<file path="src/core/ccg_pkg.sv">
package ccg_pkg;

    localparam int unsigned CCG_NUM_REGS = 6;

    // Register offsets
    localparam logic [2:0] CCG_OFS_FREQ_FUNC = 3'h0;
    localparam logic [2:0] CCG_OFS_CPU_EN = 3'h1;
    localparam logic [2:0] CCG_OFS_PCI_EN = 3'h2;
    localparam logic [2:0] CCG_OFS_MEM_EN_LO = 3'h3;
    localparam logic [2:0] CCG_OFS_MEM_MISC_EN = 3'h4;
    localparam logic [2:0] CCG_OFS_PERIPH_EN = 3'h5;

    // Power-up values
    localparam logic [7:0] CCG_RST_FREQ_FUNC = 8'h80;
    localparam logic [7:0] CCG_RST_ENABLES = 8'hFF;

    // Software-writable bits; every other bit of an enable byte reads 1 or a strap
    localparam logic [7:0] CCG_WMASK_FREQ_FUNC = 8'hFF;
    localparam logic [7:0] CCG_WMASK_CPU_EN = 8'h0E;
    localparam logic [7:0] CCG_WMASK_PCI_EN = 8'h5F;
    localparam logic [7:0] CCG_WMASK_MEM_EN_LO = 8'hFF;
    localparam logic [7:0] CCG_WMASK_MEM_MISC_EN = 8'h7F;
    localparam logic [7:0] CCG_WMASK_PERIPH_EN = 8'h17;

    // Field positions in the frequency/function byte
    localparam int unsigned CCG_BIT_TRISTATE = 0;
    localparam int unsigned CCG_BIT_SPREAD_EN = 1;
    localparam int unsigned CCG_BIT_CODE_MSB = 2;
    localparam int unsigned CCG_BIT_SW_SELECT = 3;
    localparam int unsigned CCG_BIT_CODE_LO = 4;
    localparam int unsigned CCG_BIT_SPREAD_DOWN = 7;

    // Strap readback positions
    localparam int unsigned CCG_BIT_FS0_RB = 0;
    localparam int unsigned CCG_BIT_FS1_RB = 7;
    localparam int unsigned CCG_BIT_FS2_RB = 6;
    localparam int unsigned CCG_BIT_MEMSEL_RB = 3;

    // Arbitrary revision value returned in the frequency field before it is written
    localparam logic [3:0] CCG_REV_ID = 4'h5;

    // Strap latch waits for the synchroniser to fill
    localparam logic [1:0] CCG_STRAP_WAIT = 2'h2;

    typedef struct packed {
        logic wr;
        logic rd;
        logic [2:0] addr;
        logic [7:0] wdata;
    } ccg_req_type;

    typedef struct packed {
        logic [3:1] processor_clock_out;
        logic free_running_periph_clock;
        logic [4:0] periph_bus_clock;
        logic [12:0] memory_clock_out;
        logic superio_clock_out;
        logic usb48_clock_out;
        logic interrupt_ctrl_clock;
        logic [2:0] reference_out;
    } ccg_enables_type;

    typedef struct packed {
        logic [3:0] freq_code;
        logic mem_follow_cpu;
        logic spread_en;
        logic spread_down;
        logic outputs_tristate;
    } ccg_mode_type;

endpackage

</file>
<file path="src/core/ccg_config_regs.sv">
`timescale 1ns/10ps

module ccg_config_regs (
    input wire logic clk_i,
    input wire logic rst_b_i,
    input wire ccg_pkg::ccg_req_type req_i,
    input wire logic [2:0] strap_freq_i,
    input wire logic strap_memfreq_i,
    output logic [7:0] rdata_o,
    output logic rvalid_o,
    output ccg_pkg::ccg_mode_type mode_o,
    output ccg_pkg::ccg_enables_type enables_o
);
    import ccg_pkg::*;

    function automatic logic [7:0] ccg_wmask(input logic [2:0] addr);
        unique case (addr)
            CCG_OFS_FREQ_FUNC: ccg_wmask = CCG_WMASK_FREQ_FUNC;
            CCG_OFS_CPU_EN: ccg_wmask = CCG_WMASK_CPU_EN;
            CCG_OFS_PCI_EN: ccg_wmask = CCG_WMASK_PCI_EN;
            CCG_OFS_MEM_EN_LO: ccg_wmask = CCG_WMASK_MEM_EN_LO;
            CCG_OFS_MEM_MISC_EN: ccg_wmask = CCG_WMASK_MEM_MISC_EN;
            CCG_OFS_PERIPH_EN: ccg_wmask = CCG_WMASK_PERIPH_EN;
            default: ccg_wmask = 8'h00;
        endcase
    endfunction

    logic [7:0] cfg [CCG_NUM_REGS];
    logic [7:0] next_cfg [CCG_NUM_REGS];
    logic freq_written;
    logic next_freq_written;
    logic [3:0] strap_meta;
    logic [3:0] strap_sync;
    logic [3:0] strap_latch;
    logic [3:0] next_strap_latch;
    logic [1:0] strap_cnt;
    logic [1:0] next_strap_cnt;
    logic [7:0] next_rdata;
    logic next_rvalid;
    ccg_mode_type next_mode;
    ccg_enables_type next_enables;

    // Register writes and the frequency-field ownership flag
    always_comb begin
        for (int i = 0; i < CCG_NUM_REGS; i++) begin
            next_cfg[i] = cfg[i];
        end
        next_freq_written = freq_written;
        if (req_i.wr && (ccg_wmask(req_i.addr) != 8'h00)) begin
            next_cfg[req_i.addr] = (cfg[req_i.addr] & ~ccg_wmask(req_i.addr))
                | (req_i.wdata & ccg_wmask(req_i.addr));
            if (req_i.addr == CCG_OFS_FREQ_FUNC) begin
                next_freq_written = 1'b1;
            end
        end
    end

    // Straps are caught once, after the two-flop synchroniser has settled
    // A pin that moves after the latch is ignored until the next reset
    always_comb begin
        next_strap_latch = strap_latch;
        next_strap_cnt = strap_cnt;
        if (strap_cnt != CCG_STRAP_WAIT + 2'h1) begin
            next_strap_cnt = strap_cnt + 2'h1;
            if (strap_cnt == CCG_STRAP_WAIT) begin
                next_strap_latch = strap_sync;
            end
        end
    end

    // Read data: enable bits, reserved ones, inverted strap readbacks
    // A read and a write in one cycle return the byte as it was before the write
    always_comb begin
        next_rdata = 8'h00;
        next_rvalid = req_i.rd;
        if (req_i.rd) begin
            unique case (req_i.addr)
                CCG_OFS_FREQ_FUNC: begin
                    next_rdata = cfg[CCG_OFS_FREQ_FUNC];
                    if (!freq_written) begin
                        next_rdata[CCG_BIT_CODE_MSB] = CCG_REV_ID[3];
                        next_rdata[CCG_BIT_CODE_LO +: 3] = CCG_REV_ID[2:0];
                    end
                end
                CCG_OFS_CPU_EN: begin
                    next_rdata = cfg[CCG_OFS_CPU_EN];
                    next_rdata[CCG_BIT_FS0_RB] = ~strap_latch[0];
                end
                CCG_OFS_PCI_EN: begin
                    next_rdata = cfg[CCG_OFS_PCI_EN];
                    next_rdata[CCG_BIT_FS1_RB] = ~strap_latch[1];
                end
                CCG_OFS_MEM_EN_LO: next_rdata = cfg[CCG_OFS_MEM_EN_LO];
                CCG_OFS_MEM_MISC_EN: next_rdata = cfg[CCG_OFS_MEM_MISC_EN];
                CCG_OFS_PERIPH_EN: begin
                    next_rdata = cfg[CCG_OFS_PERIPH_EN];
                    next_rdata[CCG_BIT_FS2_RB] = ~strap_latch[2];
                    next_rdata[CCG_BIT_MEMSEL_RB] = ~strap_latch[3];
                end
                // Unmapped offsets answer with zero rather than stall the host
                default: next_rdata = 8'h00;
            endcase
        end
    end

    // Mode and per-output run enables follow the new register contents at once
    always_comb begin
        next_mode.outputs_tristate = next_cfg[CCG_OFS_FREQ_FUNC][CCG_BIT_TRISTATE];
        next_mode.spread_en = next_cfg[CCG_OFS_FREQ_FUNC][CCG_BIT_SPREAD_EN];
        next_mode.spread_down = next_cfg[CCG_OFS_FREQ_FUNC][CCG_BIT_SPREAD_DOWN];
        if (next_cfg[CCG_OFS_FREQ_FUNC][CCG_BIT_SW_SELECT]) begin
            next_mode.freq_code = {next_cfg[CCG_OFS_FREQ_FUNC][CCG_BIT_CODE_MSB],
                next_cfg[CCG_OFS_FREQ_FUNC][CCG_BIT_CODE_LO +: 3]};
        end else begin
            next_mode.freq_code = next_strap_latch;
        end
        // Top code bit is the memory column choice in either mode
        next_mode.mem_follow_cpu = next_mode.freq_code[3];
    end

    // Tristate leaves these alone; the pad stage combines both
    always_comb begin
        // A zero enable parks the output low; the clock driver uses these as gates
        next_enables.processor_clock_out = next_cfg[CCG_OFS_CPU_EN][3:1];
        next_enables.free_running_periph_clock = next_cfg[CCG_OFS_PCI_EN][6];
        next_enables.periph_bus_clock = next_cfg[CCG_OFS_PCI_EN][4:0];
        next_enables.memory_clock_out = {next_cfg[CCG_OFS_MEM_MISC_EN][4:0],
            next_cfg[CCG_OFS_MEM_EN_LO]};
        next_enables.superio_clock_out = next_cfg[CCG_OFS_MEM_MISC_EN][6];
        next_enables.usb48_clock_out = next_cfg[CCG_OFS_MEM_MISC_EN][5];
        next_enables.interrupt_ctrl_clock = next_cfg[CCG_OFS_PERIPH_EN][4];
        next_enables.reference_out = next_cfg[CCG_OFS_PERIPH_EN][2:0];
    end

    // Bank and frequency-field ownership flag
    always_ff @(posedge clk_i or negedge rst_b_i) begin
        if (!rst_b_i) begin
            cfg[0] <= CCG_RST_FREQ_FUNC;
            for (int i = 1; i < CCG_NUM_REGS; i++) begin
                cfg[i] <= CCG_RST_ENABLES;
            end
            freq_written <= 1'b0;
        end else begin
            for (int i = 0; i < CCG_NUM_REGS; i++) begin
                cfg[i] <= next_cfg[i];
            end
            freq_written <= next_freq_written;
        end
    end

    // Two-flop synchroniser; only the second stage is read by logic
    always_ff @(posedge clk_i or negedge rst_b_i) begin
        if (!rst_b_i) begin
            strap_meta <= 4'h0;
            strap_sync <= 4'h0;
        end else begin
            strap_meta <= {strap_memfreq_i, strap_freq_i};
            strap_sync <= strap_meta;
        end
    end

    // One-time strap latch and its settling counter
    always_ff @(posedge clk_i or negedge rst_b_i) begin
        if (!rst_b_i) begin
            strap_latch <= 4'h0;
            strap_cnt <= 2'h0;
        end else begin
            strap_latch <= next_strap_latch;
            strap_cnt <= next_strap_cnt;
        end
    end

    // Read answer
    always_ff @(posedge clk_i or negedge rst_b_i) begin
        if (!rst_b_i) begin
            rdata_o <= 8'h00;
            rvalid_o <= 1'b0;
        end else begin
            rdata_o <= next_rdata;
            rvalid_o <= next_rvalid;
        end
    end

    // Mode resets to what the power-up byte 0 selects, so spread type never glitches
    always_ff @(posedge clk_i or negedge rst_b_i) begin
        if (!rst_b_i) begin
            mode_o <= '{freq_code: 4'h0,
                mem_follow_cpu: 1'b0,
                spread_en: CCG_RST_FREQ_FUNC[CCG_BIT_SPREAD_EN],
                spread_down: CCG_RST_FREQ_FUNC[CCG_BIT_SPREAD_DOWN],
                outputs_tristate: CCG_RST_FREQ_FUNC[CCG_BIT_TRISTATE]};
        end else begin
            mode_o <= next_mode;
        end
    end

    // Run enables
    always_ff @(posedge clk_i or negedge rst_b_i) begin
        if (!rst_b_i) begin
            enables_o <= '1;
        end else begin
            enables_o <= next_enables;
        end
    end

endmodule

</file>
<file path="config.mk">
export PLATFORM = sky130hd
export DESIGN_NAME = ccg_config_regs
export DESIGN_NICKNAME = d
export VERILOG_FILES = /design/src/core/ccg_pkg.sv /design/src/core/ccg_config_regs.sv
export SDC_FILE = /design/constraint.sdc
export NUM_CORES = 1
export LEC_CHECK = 0
export BUFFER_PORTS_ARGS = -buffer_cell sky130_fd_sc_hd__buf_2
export CAP_MARGIN = 20
export CORE_ASPECT_RATIO = 0.7
export CORE_UTILIZATION = 45
export DETAILED_ROUTE_END_ITERATION = 6
export PLACE_DENSITY = 0.73
export SLEW_MARGIN = 30
export SYNTH_ARGS = -nofsm -noshare
export SYNTH_HDL_FRONTEND = slang
export SYNTH_SLANG_ARGS = --single-unit
</file>
<file path="constraint.sdc">
create_clock -name clk_i -period 4.4 [get_ports clk_i]
set_input_delay 0.88 -clock clk_i [delete_from_list [all_inputs] [get_ports clk_i]]
set_output_delay 0.88 -clock clk_i [all_outputs]
set_load 0.03 [all_outputs]
</file>
**Word level (Yosys, flattened, before mapping)**

Index checks and enable logic that the tools add are counted.

- Add/subtract/negate cells: 1
- Eq/ne operators: 7
- Bitwise operators: 9
- $lt $le $gt $ge: 2
- Reductions and logical operators: 6
- Muxes and demuxes: 16

Operators by type and width:

| operator | number |
|---|---|
| $bwmux W48 | 1 |
| $mux W48 | 1 |
| $pmux W8 S6 | 1 |
| $mux W8 | 5 |
| $pmux W8 S5 | 1 |
| $bmux W8 S3 | 1 |
| $demux W8 S3 | 1 |
| $and A8 B8 Y8 | 2 |
| $mux W4 | 3 |
| $not A8 Y8 | 1 |
| $or A8 B8 Y8 | 1 |
| $reduce_bool A8 Y1 | 1 |
| $eq A3 B2 Y1 const B | 2 |
| $eq A3 B3 Y1 const B | 2 |
| $ge A4 B4 Y1 const B | 1 |
| $lt A4 B1 Y1 const B | 1 |
| $not A1 Y1 | 4 |
| $not A3 Y4 | 1 |
| $eq A3 B1 Y1 const B | 1 |
| $logic_not A3 Y1 | 1 |
| $mux W3 | 1 |
| $add A2 B1 Y2 const B | 1 |
| $eq A2 B2 Y1 const B | 1 |
| $logic_and A1 B1 Y1 | 2 |
| 4 further kinds | 4 |

- Bits of input ports: 19
- Logic and storage cells: 70
- Register bits: 105

**Longest topological paths before layout**

- Depth after elaboration: 12
- Gate-level depth with buffers: 6

**Least setup slack after synthesis**

OpenSTA, ideal clock, no wires.

- Path kind: input to register
- From: in req_i[9] (netlist bit)
- To: reg enables_o[10] (netlist bit)
- Setup slack: 2.506 ns
- Stages on the path: 5
- Arrival: 1.812 ns
- Path buffers: 2
- Setup time: 0.082 ns
- Cells stage by stage: buf_4 -> and2b_1 -> nand3_1 -> buf_2 -> mux2_2

- Longest elaborated chain between the ends: 9
- Elaborated cells on any way between the ends: 26
- Classes of those cells: order compare: 2; eq/ne: 5; mux: 9; bitwise: 5; reduce/logical: 5

Ends and longest elaborated chain:

| what | line | source |
|---|---|---|
| start: declaration | ccg_config_regs.sv:6 | `input wire ccg_pkg::ccg_req_type req_i,` |
| $eq A3 B2 Y1 or $logic_not A3 Y1 (tied branches) | ccg_config_regs.sv:17 | `unique case (addr)` |
| $reduce_or A2 Y1 (no source line) | n/a |  |
| $pmux W8 S5 | ccg_config_regs.sv:17 |  |
| $mux W8 | ccg_config_regs.sv:49 | `if (req_i.wr && (ccg_wmask(req_i.addr) != 8'h00)) begin` |
| $not A8 Y8 | ccg_config_regs.sv:50 | `next_cfg[req_i.addr] = (cfg[req_i.addr] & ~ccg_wmask(req_i.addr))` |
| $and A8 B8 Y8 | ccg_config_regs.sv:50 |  |
| $or A8 B8 Y8 | ccg_config_regs.sv:51 | `\| (req_i.wdata & ccg_wmask(req_i.addr));` |
| $bwmux W48 | ccg_config_regs.sv:50 |  |
| $mux W48 (*) | ccg_config_regs.sv:49 |  |
| end signal: assignment | ccg_config_regs.sv:202 | `enables_o <= next_enables;` |
| end: declaration | ccg_config_regs.sv:12 | `output ccg_pkg::ccg_enables_type enables_o` |

Every way passes the cells marked *; elsewhere a longest branch is shown, timed or not. The select of a mux whose other input is x is not followed.
A chain may end at the register's enable or synchronous reset.

**Worst setup path in the final report**

- From: in req_i[8] (netlist bit)
- To: reg enables_o[16] (netlist bit)

Same word-level chain as after synthesis.

==> impl_metrics.env <==
export IMPL_path_class="input port to flop"
export IMPL_numCtsBuffers=9
export IMPL_min_path_type="flop to flop"
export IMPL_place_congestion=0.8655
export IMPL_wirelength_um=6815
export IMPL_synth_nets=304
export IMPL_cp_required_ns=4.66
export IMPL_core_um2=6882
export IMPL_tritoncts="done"
export IMPL_cts_setup_buffers=0
export IMPL_area_delta_synth_final_pct=8.997
export IMPL_dr_wl_met3_um=374
export IMPL_nets=331
export IMPL_clock_sinks=72
export IMPL_die_w_um=103.9
export IMPL_numPortBuffers=63
export IMPL_finalHoldViolations=0
export IMPL_fmax_ghz=0.4863
export IMPL_fin_skew_ns=0.009847
export IMPL_slew_headroom=0.5610
export IMPL_drtIter0Drc=82
export IMPL_wirelength_met1_um=3492
export IMPL_vdd_ir_drop_max_mv=0.2023
export IMPL_cts_resized=0
export IMPL_pre_cts_ws_ns=1.977
export IMPL_grt_max_degree=45
export IMPL_synthCells=283
export IMPL_dpl_instance_area_um2=3390
export IMPL_p_per_area_nw_per_um2=485.7
export IMPL_crit_arrival_ns=2.31
export IMPL_p_leak_nw=1.644
export IMPL_dp_hpwl_um=4817
export IMPL_syn_area_per_cell_um2=11.55
export IMPL_antennaDiodeCount=0
export IMPL_track_usage=0.1983
export IMPL_rows=25
export IMPL_ys_ff_latch=72
export IMPL_cts_hold_buf=0
export IMPL_gr_total_overflow=0
export IMPL_clock_path_buffers=2
export IMPL_post_route_period_util=0.4674
export IMPL_grt_pass1_vias=2197
export IMPL_yosysSeqAreaShare=0.5655
export IMPL_wl_met2_um=2813
export IMPL_yosysWarnings=0
export IMPL_tns_ns=0
export IMPL_maxSlewViolCount=0
export IMPL_rsz0062_at_grt="no"
export IMPL_ant_nets=0
export IMPL_die_h_um=73.30
export IMPL_fin_crit_ns=2.056
export IMPL_initial_core_util=0.4749
export IMPL_drive_gt1_frac=0.4713
export IMPL_drc=0
export IMPL_reg2reg_slack_ns=2.51
export IMPL_antenna_found_initial=0
export IMPL_io_pins=64
export IMPL_status="complete, no violations"
export IMPL_synth_distinct_cells=36
export IMPL_clkSlewWorstSetupHoldPaths_ns=0.07
export IMPL_top_layer="met4"
export IMPL_setup_worst_path_start_class="input port"
export IMPL_tightest_slew_ns=0.6585
export IMPL_maxCapViolations=0
export IMPL_cts_root_buffer="clkbuf_8"
export IMPL_routedWlPerCell_um=16.70
export IMPL_clk_latency_ns=0.35
export IMPL_detail_route_vias_per_cell=5.218
export IMPL_fin_ws_ns=2.344
export IMPL_netlist_area_um2=3268
export IMPL_postLayoutCoreUtil=0.5176
export IMPL_vias=2129
export IMPL_final_area_um2=3562
export IMPL_dr_pass1_iters=5
export IMPL_grt_pass1_wl_um=11270
export IMPL_critPathMaxFanout=27
export IMPL_cts_htree_levels=3
export IMPL_crit_path_end_kind="flop"
export IMPL_dieArea_um2=7613
export IMPL_setup_violations=0
==> synth_stat cells <==
cell      instances  share of area
buf_6             1         0.0034
nand2_1          52          0.060
nor3_1            2         0.0031
inv_1             4         0.0046
or2_2             1         0.0019
buf_4            34          0.078
xnor2_1           1         0.0027
o22ai_2           1         0.0038
nor2_2            1         0.0019
mux4_2            3          0.021
dfrtp_1          35           0.27
a32oi_1           1         0.0027
nand3b_1          1         0.0023
a221oi_1          1         0.0027
nor4b_2           1         0.0046
ha_1              2         0.0077
nor2_1            5         0.0057
o21a_1            5          0.011
o21ai_0          17          0.026
or3_1             1         0.0019
nor3_2            1         0.0031
and2b_1           1         0.0023
dfstp_2          37           0.30
clkbuf_1          8         0.0092
nand3_1           5         0.0077
a21oi_1           4         0.0061
a21boi_0          1         0.0023
o22a_1            2         0.0054
mux2_2           23          0.079
buf_2             6         0.0092
a21o_1            1         0.0023
mux2i_1          11          0.034
o22ai_1           5         0.0096
nand2b_4          1         0.0042
nor2b_1           3         0.0057
nand2b_1          5         0.0096
==> cell families after synthesis <==
group,after synthesis,synth area share
AOI/OAI and AO/OA,38,0.07236
xor gates and xnor gates,1,0.002680
adders and majority gates,2,0.007656
buffers and inverters,53,0.1045
DFF,72,0.5655
muxes,37,0.1336
and+or+nand+nor,80,0.1137
==> through the flow <==
stage	power [mW]	hold WS [ns]	cells
4_1_cts	1.743	0.3456	408
3_5_place_dp	1.282	0.3347	393
2_1_floorplan	1.222	0.3312	283
6_report	1.730	0.3449	408
5_1_grt	1.811	0.3474	408
3_3_place_gp	1.272	0.3347	393
==> where the power goes <==
part	switching (mW)	internal (mW)	leakage [nW]
sequential	0.0653	0.791	0.808
combinational	0.273	0.139	0.748
clock	0.231	0.230	0.0882
total	0.569	1.16	1.64
==> final cells by class <==
class,count,area (µm²)
inverters,4,15.01
fillers,640,3319
clock buffers,12,155.1
flip-flops and latches,72,1848
repair buffers,65,330.3
multi-input cells,158,1079
well taps,94,117.6
clock inverters,3,17.52
==> path summary, 6_finish.rpt <==
kind | start | endpoint | cells after the start
worst max-delay path | req_i[8] | enables_o[16]$_DFFE_PN1P_ | 5
worst min-delay path | strap_meta[1]$_DFF_PN0_ | strap_sync[1]$_DFF_PN0_ | 0
worst max register to register | strap_cnt[0]$_DFFE_PN0N_ | mode_o[7]$_DFF_PN0_ | 5
worst min register to register | strap_meta[1]$_DFF_PN0_ | strap_sync[1]$_DFF_PN0_ | 0
max in group asynchronous | rst_b_i | enables_o[0]$_DFFE_PN1P_ | 2
min in group asynchronous | rst_b_i | cfg[42]$_DFF_PN0_ | 1
==> flip-flops by register name, indices dropped and copies added (netlist names), named ones only <==
signal / cells
strap_cnt: 2
rdata_o: 8
mode_o: 4
cfg: 25
freq_written: 1
strap_meta: 4
rvalid_o: 1
strap_sync: 4
strap_latch: 4
enables_o: 18
==> cells in the final DEF, fill, tap and decap left out, drive strengths merged, types with 2 or more instances in the layout <==
cell type  Yosys  final
a21oi          4      4
buf           41     65
clkbuf         8     12
clkinv         0      2
dfrtp         35     35
dfstp         37     37
ha             2      2
inv            4      4
mux2          23     23
mux2i         11     11
mux4           3      3
nand2         52     52
nand2b         6      6
nand3          5      5
nor2           6      6
nor2b          3      3
nor3           3      3
o21a           5      5
o21ai         17     17
o22a           2      2
o22ai          6      6
==> worst max-delay path: stages <==
cell     delay (ns)
buf_2          0.51
inv_1          0.30
nand3_1        0.42
nand2_1        0.10
o21ai_0        0.09
==> per-layer routing <==
layer  global-route usage  vias to the layer above
li1                     -                      971
met5                    0                        -
met2               0.2911                       78
met1               0.2797                     1064
met3              0.05413                       16
met4              0.08413                        0
Note: power is estimated with default switching activity, not from simulation.
